==> src/core_timing_pkg.sv <==
// Package for the pipelined core's instruction sequencer.
// Assumes one synchronous system clock and a synchronous active-high reset.
package core_timing_pkg;

  localparam int unsigned SYS_CLK_HZ       = 100_000_000;
  localparam int unsigned CORE_CLK_MAX_HZ  = 25_000_000;
  localparam int unsigned CLK_PERIOD_NS    = 1_000_000_000 / SYS_CLK_HZ;

  localparam logic [3:0]  MAX_INSTR_CYCLES = 4'h8;
  localparam logic [7:0]  UNUSED_OPCODE    = 8'hA5;
  localparam logic [7:0]  NOP_OPCODE       = 8'h00;
  localparam int unsigned IRAM_BYTES       = 256;
  localparam int unsigned SFR_BYTES        = 128;
  localparam logic [7:0]  SFR_BASE_ADDR    = 8'h80;
  localparam int unsigned PSC_WR_EN_BIT    = 0;

  localparam logic [3:0]  CNT_RESET        = 4'h0;
  localparam logic [15:0] ADDR_RESET       = 16'h0000;

  typedef struct packed {
    logic [1:0] bytes;
    logic [3:0] cycles;
    logic       cond;
    logic       rel;
    logic       movx_wr;
    logic       movx_rd;
    logic       movc;
    logic       nop;
  } timing_t;

  localparam timing_t TIMING_RESET = '0;

  typedef enum logic [1:0] {
    ST_RUN,
    ST_EXEC,
    ST_HALT
  } seq_state_t;

  typedef struct packed {
    logic       valid;
    logic       indirect;
    logic [7:0] addr;
  } mem_access_t;

endpackage

==> src/instr_sequencer.sv <==
// Instruction sequencer of the pipelined core: timing, branches, spaces, debug.
// Assumes fetch, execute and the debug link logic all run on CLK_SYS.
`timescale 1ns/1ps
module instr_sequencer
  import core_timing_pkg::*;
(
  input  wire logic        CLK_SYS,
  input  wire logic        RST,
  input  wire logic        OPCODE_VALID,
  input  wire logic [7:0]  OPCODE,
  input  wire logic [15:0] INSTR_ADDR,
  input  wire logic [15:0] NEXT_ADDR,
  input  wire logic [7:0]  REL_OFFSET,
  input  wire logic        COND_TAKEN,
  input  wire mem_access_t MEM_ACCESS,
  input  wire logic [7:0]  PROG_STORE_CONTROL,
  input  wire logic        DBG_HALT_REQ,
  input  wire logic        DBG_RUN_REQ,
  input  wire logic        DBG_STEP_REQ,
  input  wire logic        BKPT_EN,
  input  wire logic [15:0] BKPT_ADDR,
  output logic             FETCH_READY,
  output logic             INSTR_DONE,
  output logic [1:0]       INSTR_BYTES,
  output logic             EXEC_NOP,
  output logic             BRANCH_LOAD,
  output logic [15:0]      BRANCH_TARGET,
  output logic             IRAM_SEL,
  output logic             SFR_SEL,
  output logic             FLASH_WR_STB,
  output logic             XRAM_WR_STB,
  output logic             XRAM_RD_STB,
  output logic             CODE_RD_STB,
  output logic             HALTED
);

  timing_t     lut_timing;
  timing_t     cur_q;
  seq_state_t  state_q;
  logic [3:0]  cnt_q;
  logic        ext_q;
  logic        ready_q;
  logic        halt_pend_q;
  logic        step_q;
  logic        resume_q;
  logic [15:0] target_q;
  logic        last_cycle;
  logic        taken_now;
  logic        finish;
  logic        bkpt_hit;
  logic        stop_take;
  logic        take;
  logic        halt_now;

  instr_timing_lut u_lut
  (
    .opcode (OPCODE),
    .timing (lut_timing)
  );

  // The table sets each count, plus one clock for a taken conditional branch, so the decode
  // never waits on a phase counter; that is what keeps short instructions at one clock each.
  assign last_cycle = (state_q == ST_EXEC) && (cnt_q == 4'd1);
  assign taken_now  = last_cycle && cur_q.cond && !ext_q && COND_TAKEN;
  assign finish     = last_cycle && !taken_now;
  // A resumed instruction must not trap again on the breakpoint it stopped at.
  assign bkpt_hit   = BKPT_EN && (INSTR_ADDR == BKPT_ADDR) && !resume_q;
  assign stop_take  = halt_pend_q || DBG_HALT_REQ || bkpt_hit || (step_q && !resume_q);
  assign take       = ready_q && OPCODE_VALID && !stop_take && !taken_now;
  assign halt_now   = ready_q && !take && !taken_now && (state_q != ST_HALT) &&
                      (halt_pend_q || DBG_HALT_REQ || (step_q && !resume_q) ||
                       (OPCODE_VALID && bkpt_hit));

  always_ff @(posedge CLK_SYS)
  begin
    if (RST)
    begin
      state_q <= ST_RUN;
      cnt_q   <= CNT_RESET;
      ext_q   <= 1'b0;
      cur_q   <= TIMING_RESET;
    end
    else if (take)
    begin
      state_q <= ST_EXEC;
      cnt_q   <= lut_timing.cycles;
      ext_q   <= 1'b0;
      cur_q   <= lut_timing;
    end
    else if (taken_now)
    begin
      cnt_q <= 4'd1;
      ext_q <= 1'b1;
    end
    else if (halt_now)
      state_q <= ST_HALT;
    else if (state_q == ST_HALT && (DBG_RUN_REQ || DBG_STEP_REQ))
      state_q <= ST_RUN;
    else if (finish)
      state_q <= ST_RUN;
    else if (state_q == ST_EXEC)
      cnt_q <= cnt_q - 4'd1;
  end

  // Ready is predicted one cycle ahead so a one-clock instruction can follow
  // another back to back; a taken branch simply drops the offered opcode.
  always_ff @(posedge CLK_SYS)
  begin
    if (RST)
      ready_q <= 1'b1;
    else if (take)
      ready_q <= (lut_timing.cycles == 4'd1);
    else if (taken_now)
      ready_q <= 1'b1;
    else if (halt_now)
      ready_q <= 1'b0;
    else if (state_q == ST_HALT)
      ready_q <= DBG_RUN_REQ || DBG_STEP_REQ;
    else if (state_q == ST_EXEC)
      ready_q <= (cnt_q == 4'd2) || finish;
    else
      ready_q <= 1'b1;
  end

  // Debug control lives in its own flops and touches no application storage.
  always_ff @(posedge CLK_SYS)
  begin
    if (RST)
    begin
      halt_pend_q <= 1'b0;
      step_q      <= 1'b0;
      resume_q    <= 1'b0;
    end
    else
    begin
      if (halt_now)
        halt_pend_q <= 1'b0;
      else if (DBG_HALT_REQ)
        halt_pend_q <= 1'b1;
      if (state_q == ST_HALT && DBG_STEP_REQ)
      begin
        step_q   <= 1'b1;
        resume_q <= 1'b1;
      end
      else if (state_q == ST_HALT && DBG_RUN_REQ)
      begin
        step_q   <= 1'b0;
        resume_q <= 1'b1;
      end
      else if (take)
        resume_q <= 1'b0;
    end
  end

  // The offset is sign-extended and added to the following instruction.
  always_ff @(posedge CLK_SYS)
  begin
    if (RST)
      target_q <= ADDR_RESET;
    else if (take)
      target_q <= NEXT_ADDR + {{8{REL_OFFSET[7]}}, REL_OFFSET};
  end

  always_ff @(posedge CLK_SYS)
  begin
    if (RST)
    begin
      INSTR_DONE    <= 1'b0;
      INSTR_BYTES   <= 2'd0;
      EXEC_NOP      <= 1'b0;
      BRANCH_LOAD   <= 1'b0;
      BRANCH_TARGET <= ADDR_RESET;
    end
    else
    begin
      INSTR_DONE    <= finish;
      INSTR_BYTES   <= finish ? cur_q.bytes : 2'd0;
      EXEC_NOP      <= finish && cur_q.nop;
      BRANCH_LOAD   <= finish && (ext_q || cur_q.rel);
      BRANCH_TARGET <= target_q;
    end
  end

  always_ff @(posedge CLK_SYS)
  begin
    if (RST)
    begin
      IRAM_SEL <= 1'b0;
      SFR_SEL  <= 1'b0;
    end
    else
    begin
      IRAM_SEL <= MEM_ACCESS.valid &&
                  (MEM_ACCESS.indirect || MEM_ACCESS.addr < SFR_BASE_ADDR);
      SFR_SEL  <= MEM_ACCESS.valid && !MEM_ACCESS.indirect &&
                  (MEM_ACCESS.addr >= SFR_BASE_ADDR);
    end
  end

  // Flash strobes fire on the last clock so the address and data are settled.
  always_ff @(posedge CLK_SYS)
  begin
    if (RST)
    begin
      FLASH_WR_STB <= 1'b0;
      XRAM_WR_STB  <= 1'b0;
      XRAM_RD_STB  <= 1'b0;
      CODE_RD_STB  <= 1'b0;
    end
    else
    begin
      FLASH_WR_STB <= finish && cur_q.movx_wr && PROG_STORE_CONTROL[PSC_WR_EN_BIT];
      XRAM_WR_STB  <= finish && cur_q.movx_wr && !PROG_STORE_CONTROL[PSC_WR_EN_BIT];
      XRAM_RD_STB  <= finish && cur_q.movx_rd;
      CODE_RD_STB  <= finish && cur_q.movc;
    end
  end

  always_ff @(posedge CLK_SYS)
  begin
    if (RST)
      HALTED <= 1'b0;
    else
      HALTED <= halt_now || (state_q == ST_HALT && !DBG_RUN_REQ && !DBG_STEP_REQ);
  end

  assign FETCH_READY = ready_q;

endmodule // instr_sequencer

==> src/instr_timing_lut.sv <==
// Opcode lookup giving length in bytes and execution time in system clocks.
// Assumes the opcode is stable from logic on the same clock.
`timescale 1ns/1ps
module instr_timing_lut
  import core_timing_pkg::*;
(
  input  wire logic [7:0] opcode,
  output timing_t         timing
);

  logic [3:0] hi;
  logic [3:0] lo;

  assign hi = opcode[7:4];
  assign lo = opcode[3:0];

  always_comb
  begin
    timing        = TIMING_RESET;
    timing.bytes  = 2'd2;
    timing.cycles = 4'd2;
    if (lo >= 4'h8)
    begin
      timing.bytes  = 2'd1;
      timing.cycles = 4'd1;
      case (hi)
        4'h7, 4'h8, 4'hA: begin timing.bytes = 2'd2; timing.cycles = 4'd2; end
        4'hB: begin timing.bytes = 2'd3; timing.cycles = 4'd3; timing.cond = 1'b1; end
        4'hD: begin timing.bytes = 2'd2; timing.cycles = 4'd2; timing.cond = 1'b1; end
        default: timing.cycles = 4'd1;
      endcase
    end
    else if (lo >= 4'h6)
    begin
      timing.bytes  = 2'd1;
      case (hi)
        4'h7, 4'h8, 4'hA: timing.bytes = 2'd2;
        4'hB: begin timing.bytes = 2'd3; timing.cycles = 4'd4; timing.cond = 1'b1; end
        default: timing.cycles = 4'd2;
      endcase
    end
    else
    begin
      case (opcode)
        8'h00, UNUSED_OPCODE: begin timing.bytes = 2'd1; timing.cycles = 4'd1; timing.nop = 1'b1; end
        8'h10, 8'h20, 8'h30, 8'hB5, 8'hB4, 8'hD5:
        begin
          timing.bytes  = 2'd3;
          timing.cycles = 4'd3;
          timing.cond   = 1'b1;
        end
        8'h40, 8'h50, 8'h60, 8'h70: timing.cond = 1'b1;
        8'h80: begin timing.cycles = 4'd3; timing.rel = 1'b1; end
        8'h90, 8'h43, 8'h53, 8'h63, 8'h75, 8'h85: begin timing.bytes = 2'd3; timing.cycles = 4'd3; end
        8'hE0, 8'hE2, 8'hE3: begin timing.bytes = 2'd1; timing.cycles = 4'd3; timing.movx_rd = 1'b1; end
        8'hF0, 8'hF2, 8'hF3: begin timing.bytes = 2'd1; timing.cycles = 4'd3; timing.movx_wr = 1'b1; end
        8'h83, 8'h93: begin timing.bytes = 2'd1; timing.cycles = 4'd3; timing.movc = 1'b1; end
        8'h73: begin timing.bytes = 2'd1; timing.cycles = 4'd3; end
        8'h02, 8'h12: begin timing.bytes = 2'd3; timing.cycles = 4'd4; end
        8'h22, 8'h32: begin timing.bytes = 2'd1; timing.cycles = 4'd5; end
        8'h84: begin timing.bytes = 2'd1; timing.cycles = MAX_INSTR_CYCLES; end
        8'hA4: begin timing.bytes = 2'd1; timing.cycles = 4'd4; end
        8'h03, 8'h13, 8'h23, 8'h33, 8'hA3, 8'hB3, 8'hC3, 8'hD3,
        8'h04, 8'h14, 8'hC4, 8'hD4, 8'hE4, 8'hF4:
        begin
          timing.bytes  = 2'd1;
          timing.cycles = 4'd1;
        end
        default:
        begin
          if (lo == 4'h1)
            timing.cycles = 4'd3;
        end
      endcase
    end
  end

endmodule // instr_timing_lut

==> config.mk <==
export PLATFORM = sky130hd
export DESIGN_NAME = instr_sequencer
export DESIGN_NICKNAME = d
export VERILOG_FILES = /design/src/core_timing_pkg.sv /design/src/instr_sequencer.sv /design/src/instr_timing_lut.sv
export SDC_FILE = /design/constraint.sdc
export NUM_CORES = 1
export LEC_CHECK = 0
export ABC_AREA = 1
export ABC_CLOCK_PERIOD_IN_PS = 2800
export CAP_MARGIN = 20
export CORE_MARGIN = 2
export CORE_UTILIZATION = 45
export DETAILED_ROUTE_END_ITERATION = 16
export DONT_BUFFER_PORTS = 1
export PLACE_DENSITY_LB_ADDON = 0.1
export SETUP_SLACK_MARGIN = 0.2
export SYNTH_ARGS = -nofsm -noshare
export SYNTH_HDL_FRONTEND = slang
export SYNTH_HIERARCHICAL = 1
export SYNTH_SLANG_ARGS = --single-unit
==> constraint.sdc <==
create_clock -name CLK_SYS -period 2.8 [get_ports CLK_SYS]
set_clock_uncertainty 0.1 [all_clocks]
set_input_delay 0.14 -clock CLK_SYS [delete_from_list [all_inputs] [get_ports CLK_SYS]]
set_output_delay 0.14 -clock CLK_SYS [all_outputs]
set_load 0.05 [all_outputs]
# After elaboration in Yosys (flattened, before gate mapping)
# Cells that the tools add are included.
[word_totals] regBits=63 inputBits=90 wordCells=217
[op_classes] eq_ne=64 add_sub_neg=2 n_reduce_logical=77 n_mux=40 n_lt_le_gt_ge=4 n_bitwise=2
[ops] operator="8-bit equality test (second input constant)" n=25
[ops] operator="8-bit by 7-bit equality test with 1-bit output (second input constant)" n=9
[ops] operator="8-bit by 6-bit equality test with 1-bit output (second input constant)" n=6
[ops] operator="8-bit by 5-bit equality test with 1-bit output (second input constant)" n=4
[ops] operator="1-bit logical AND" n=31
[ops] operator="29-bit OR reduction" n=1
[ops] operator="4-bit two-way mux" n=6
[ops] operator="4-bit case mux with 6 select lines" n=1
[ops] operator="22-bit OR reduction" n=1
[ops] operator="1-bit two-way mux" n=21
[ops] operator="16-bit adder" n=1
[ops] operator="16-bit equality test" n=1
[ops] operator="4-bit equality test (second input constant)" n=4
[ops] operator="8-bit by 2-bit equality test with 1-bit output (second input constant)" n=2
[ops] operator="2-bit case mux with 2 select lines" n=4
[ops] operator="16-bit OR reduction" n=1
[ops] operator="7-bit two-way mux" n=2
[ops] operator="14-bit OR reduction" n=1
[ops] operator="2-bit OR reduction" n=7
[ops] operator="4-bit by 1-bit equality test with 1-bit output (second input constant)" n=3
[ops] operator="3-bit OR reduction" n=4
[ops] operator="1-bit logical OR" n=10
[ops] operator="5-bit two-way mux" n=2
[ops] operator="10-bit OR reduction" n=1
[ops] operator="25 further kinds" n=41

# Longest topological paths before layout
[depth] depth_word=16 ltp_mapped=18 ltp_nobuf=17

# Modules after synthesis
# Netlist, hierarchy kept.
[modules_own_cells] mod="instr_sequencer" seq_area_each_um2=1261.2 n_inst=1 cells_each=462 area_per_inst_um2=3331.9
[modules_own_cells] mod="instr_timing_lut" seq_area_each_um2=0.0 n_inst=1 cells_each=172 area_per_inst_um2=737.0

# Worst setup path after synthesis
# Ideal clock, no wire load.
[synth_timing] path_kind="in2reg" startpoint="input NEXT_ADDR[0]" endpoint="register target_q[14]" required_ps=2579 path_stages=9 n_path_buf=0 arrival_ps=1592 setup_time_ps=121 path_slack_ps=988 cell_sequence="ha_1 -> inv_1 -> fa_1 -> o21ai_1 -> a21boi_0 -> nand3b_1 -> nand2_1 -> xor2_1 -> a21oi_1"
[synth_between] elab_chain_cells=1
[synth_rtl] element="start, declared" line_no="instr_sequencer.sv:12" source="input wire logic [15:0] NEXT_ADDR,"
[synth_rtl] element="16-bit adder" line_no="instr_sequencer.sv:161" source="target_q <= NEXT_ADDR + {{8{REL_OFFSET[7]}}, REL_OFFSET};"
[synth_rtl] element="end signal, assigned" line_no="instr_sequencer.sv:161"
[synth_rtl] element="end, declared" line_no="instr_sequencer.sv:46" source="logic [15:0] target_q;"
# Every way passes these cells.
# A chain may end at the register's enable or synchronous reset.

# Worst setup path after layout
[layout_timing] startpoint="input REL_OFFSET[0]" endpoint="register target_q[10]"
[layout_between] elab_chain_cells=1
[layout_rtl] element="start, declared" line_no="instr_sequencer.sv:13" source="input wire logic [7:0] REL_OFFSET,"
[layout_rtl] element="16-bit adder" line_no="instr_sequencer.sv:161"
# Every way passes these cells.

==> impl_metrics.ini <==
[floorplanning]
std_cell_rows = 34
initial_core_util_pct = 46.43
io-pin-count = 119
fp.dieW_um = 99.09
floorplan.core_area_um2 = 8763
dieArea_um2 = 9819
die_h_um = 99.09

[min_path]
worst_hold_startpoint = OPCODE[3]
holdCritPathClass = primary input to flip-flop

[worst_setup_path]
cp_data_required_time_ns = 2.92
critical_path_class = primary input to flip-flop
cp.buffers_inverters = 3
crit_path_start = REL_OFFSET[0]
cp_top_family = buffers and inverters
setup.worst_path.end_class = flip-flop
cell_with_the_biggest_individual_delay_on_the_critical_path = dlygate4sd3_1
r2r-start = cnt_q[1]$_SDFFE_PP0P_
worstPathArrival_ns = 2.35
critical-path-max-stage-delay_ns = 0.54
critical_path_peak_fanout = 4
cp_cell_sequence = dlygate4sd3_1 > ha_1 > inv_1 > fa_1 > o21ai_1 > buf_4 > a21boi_0 > nor2_1 > o22ai_1 > xor2_1 > a21oi_1
worst_setup_path_start_kind = primary input
r2r_setup_slack_ns = 0.70

[clock_tree]
post_cts_setup_buffer_count = 0
cts_made_buffers = 9
cts.clk_slew.worst_paths_ns = 0.07
clock_sink_count = 63
cts-hold-fix-buffers = 12
clk-insertion-delay-late_ns = 0.34
cts.root.buffer_cell = clkbuf_8
resized_cells_post_cts = 0
tritoncts = built
clock_tree.buffer_depth = 2
htree_levels = 3

[synth]
synth_edf_count = 0
synth.net_count = 743
asyncSetResetFlopFracSynth_pct = 0
synth_area_per_cell_um2 = 6.418
post_synth_instance_area_um2 = 4069
ys_types = 40
yosysSeqAreaShare_pct = 31.00
ys_dominant_reg_cell = dfxtp_1
synthesis.instances = 634
ys_seq_elements = 63
ys_warn_count = 6

[final_layout]
number_of_non_filler_instances_in_the_completed_layout = 764
finalNetCount = 760
area_delta_synth_final_pct = 9.809
insertedDiodeCount = 0
final_util_pct = 50.99
drive_gt1_share_pct = 8.994

[sta]
period_minus_slack_ns = 2.229
fmax_mhz = 448.6
tightestPinTransition_ns = 1.019
fin_max_slew_vios = 0
setup_total_negative_slack_ns = 0
max_slew_margin_pct = 31.81
timing.final.crit_share_pct = 79.62
finalHoldViolations = 0
rsz0062_at_grt = false
finalSetupViolations = 0

[grt]
grt_start_max_net_pins = 25
grt_antenna_before_repair = 0
grt_overflow_total = 0
vias_in_the_first_global_route = 3596
grt_usage_pct = 20.49
grt_first_pass_wirelength_um = 16390

[placement]
place.port_buffers = 0
dpl.hpwl_um = 7558
place_congestion = 0.9298
dp_cells = 736

[drt]
drt_first_iter_violations = 146
routed-via-count = 3777
wire_per_inst_um = 12.86
routed_wl_um = 9822
postRouteAntennaNets = 0
drt_first_pass_iters = 5
drc = 0
via_per_instance_ratio = 4.944

[power]
power.density_cell_area_nw_per_um2 = 539.0
totalPowerFinal_mw = 2.408
power.static_leakage_nw = 2.267
worst_ir_drop_vdd_mv = 0.3751

[status]
run_status = finished clean

[flow_run]
max_cap_violations = 0
## routing by layer
| metal | global-route usage (%) | vias to the layer above | share of wire [%] |
|---|---|---|---|
| met5 | 0 | - | 0 |
| li1 | - | 2020 | - |
| met3 | 4.989 | 11 | 6.3 |
| met2 | 32.90 | 116 | 44 |
| met1 | 27.79 | 1630 | 49 |
| met4 | 5.163 | 0 | 1.0 |
## worst reg2reg max path, delay by kind of cell, from the launching register on
| kind | cells | cell delay (ns) |
|---|---|---|
| buf+inv | 3 | 0.35 |
| simple gates | 6 | 0.98 |
| flops | 1 | 0.39 |
| fa+ha+maj | 1 | 0.19 |
## Yosys cell counts (all sizes together) (2+ instances only)
master / count / area share [%]
nand4: 12 / 1.8
nand3: 26 / 4.1
nand2: 151 / 14
a21o: 2 / 0.37
inv: 113 / 10
o21ai: 26 / 3.3
buf: 6 / 1.0
dfxtp: 63 / 31
xnor2: 8 / 1.7
clkbuf: 3 / 0.28
o22ai: 8 / 1.2
a21boi: 2 / 0.46
o31ai: 3 / 0.55
ha: 18 / 5.5
a21oi: 46 / 5.9
nor3: 13 / 1.8
nor2: 119 / 13
xor2: 8 / 1.7
## final cells by class
cell class	instances	area, um^2
Tap cell	108	135.1
Clock buffer	9	123.9
Multi-Input combinational cell	449	2331
Sequential cell	63	1261
Fill cell	912	4295
Clock inverter	7	50.05
Timing Repair Buffer	15	142.6
Inverter	113	424.2
## cell usage in the layout, fill, tap and decap left out, types with 3 or more instances in the layout
| cell type | count |
|---|---|
| clkinv_4 | 4 |
| nand2_1 | 144 |
| ha_1 | 18 |
| o21ai_0 | 17 |
| nand2_2 | 6 |
| a21oi_1 | 45 |
| o21ai_1 | 8 |
| nor2_2 | 9 |
| nor2_1 | 105 |
| dlygate4sd3_1 | 12 |
| clkinv_2 | 3 |
| nand3_1 | 22 |
| clkbuf_8 | 9 |
| nor2_4 | 4 |
| dfxtp_1 | 63 |
| nor3_1 | 11 |
| buf_4 | 3 |
| xor2_1 | 8 |
| inv_2 | 10 |
| o22ai_1 | 8 |
| o31ai_1 | 3 |
| xnor2_1 | 8 |
| inv_1 | 103 |
| nand4_1 | 12 |
## metrics by stage
step	hold slack [ns]	area [um^2]	setup WS, ns
after floorplan	0.1168	4069	0.9876
after global placement	0.1186	4174	0.7219
after detailed placement	0.1202	4174	0.6824
after CTS	0.01361	4468	0.6365
after global routing	0.03085	4468	0.4436
final	0.02721	4468	0.5707
## worst paths after layout
check                                                    end  cells after the start
worst max-delay path               target_q[10]$_SDFFE_PP0P_                     11
worst min-delay path                  cur_q[10]$_SDFFE_PP0P_                      4
worst max register to register     target_q[12]$_SDFFE_PP0P_                     10
worst min register to register  BRANCH_TARGET[10]$_SDFF_PP0_                      2
## where the power goes
| group | switching [mW] | leakage, nW | internal [mW] | total, mW |
|---|---|---|---|---|
| clock network | 0.386 | 0.0929 | 0.322 | 0.708 |
| registers | 0.100 | 0.513 | 0.977 | 1.08 |
| logic | 0.391 | 1.66 | 0.233 | 0.624 |
| total | 0.877 | 2.27 | 1.53 | 2.41 |
## logic make-up after synthesis
family	after synthesis	synth area share, %
DFF	63	31.00
adders and majority gates	19	6.027
and+or+nand+nor	324	35.39
buffers and inverters	122	11.72
AOI/OAI and AO/OA	90	12.42
xor gates and xnor gates	16	3.444
## flip-flops by register name (all words and copies together), names as in the netlist, 2 cells and up
name and cells:
BRANCH_TARGET 16, cnt_q 4, state_q 2, INSTR_BYTES 2, target_q 16, cur_q 8
Power figures use the tool's default switching activity.
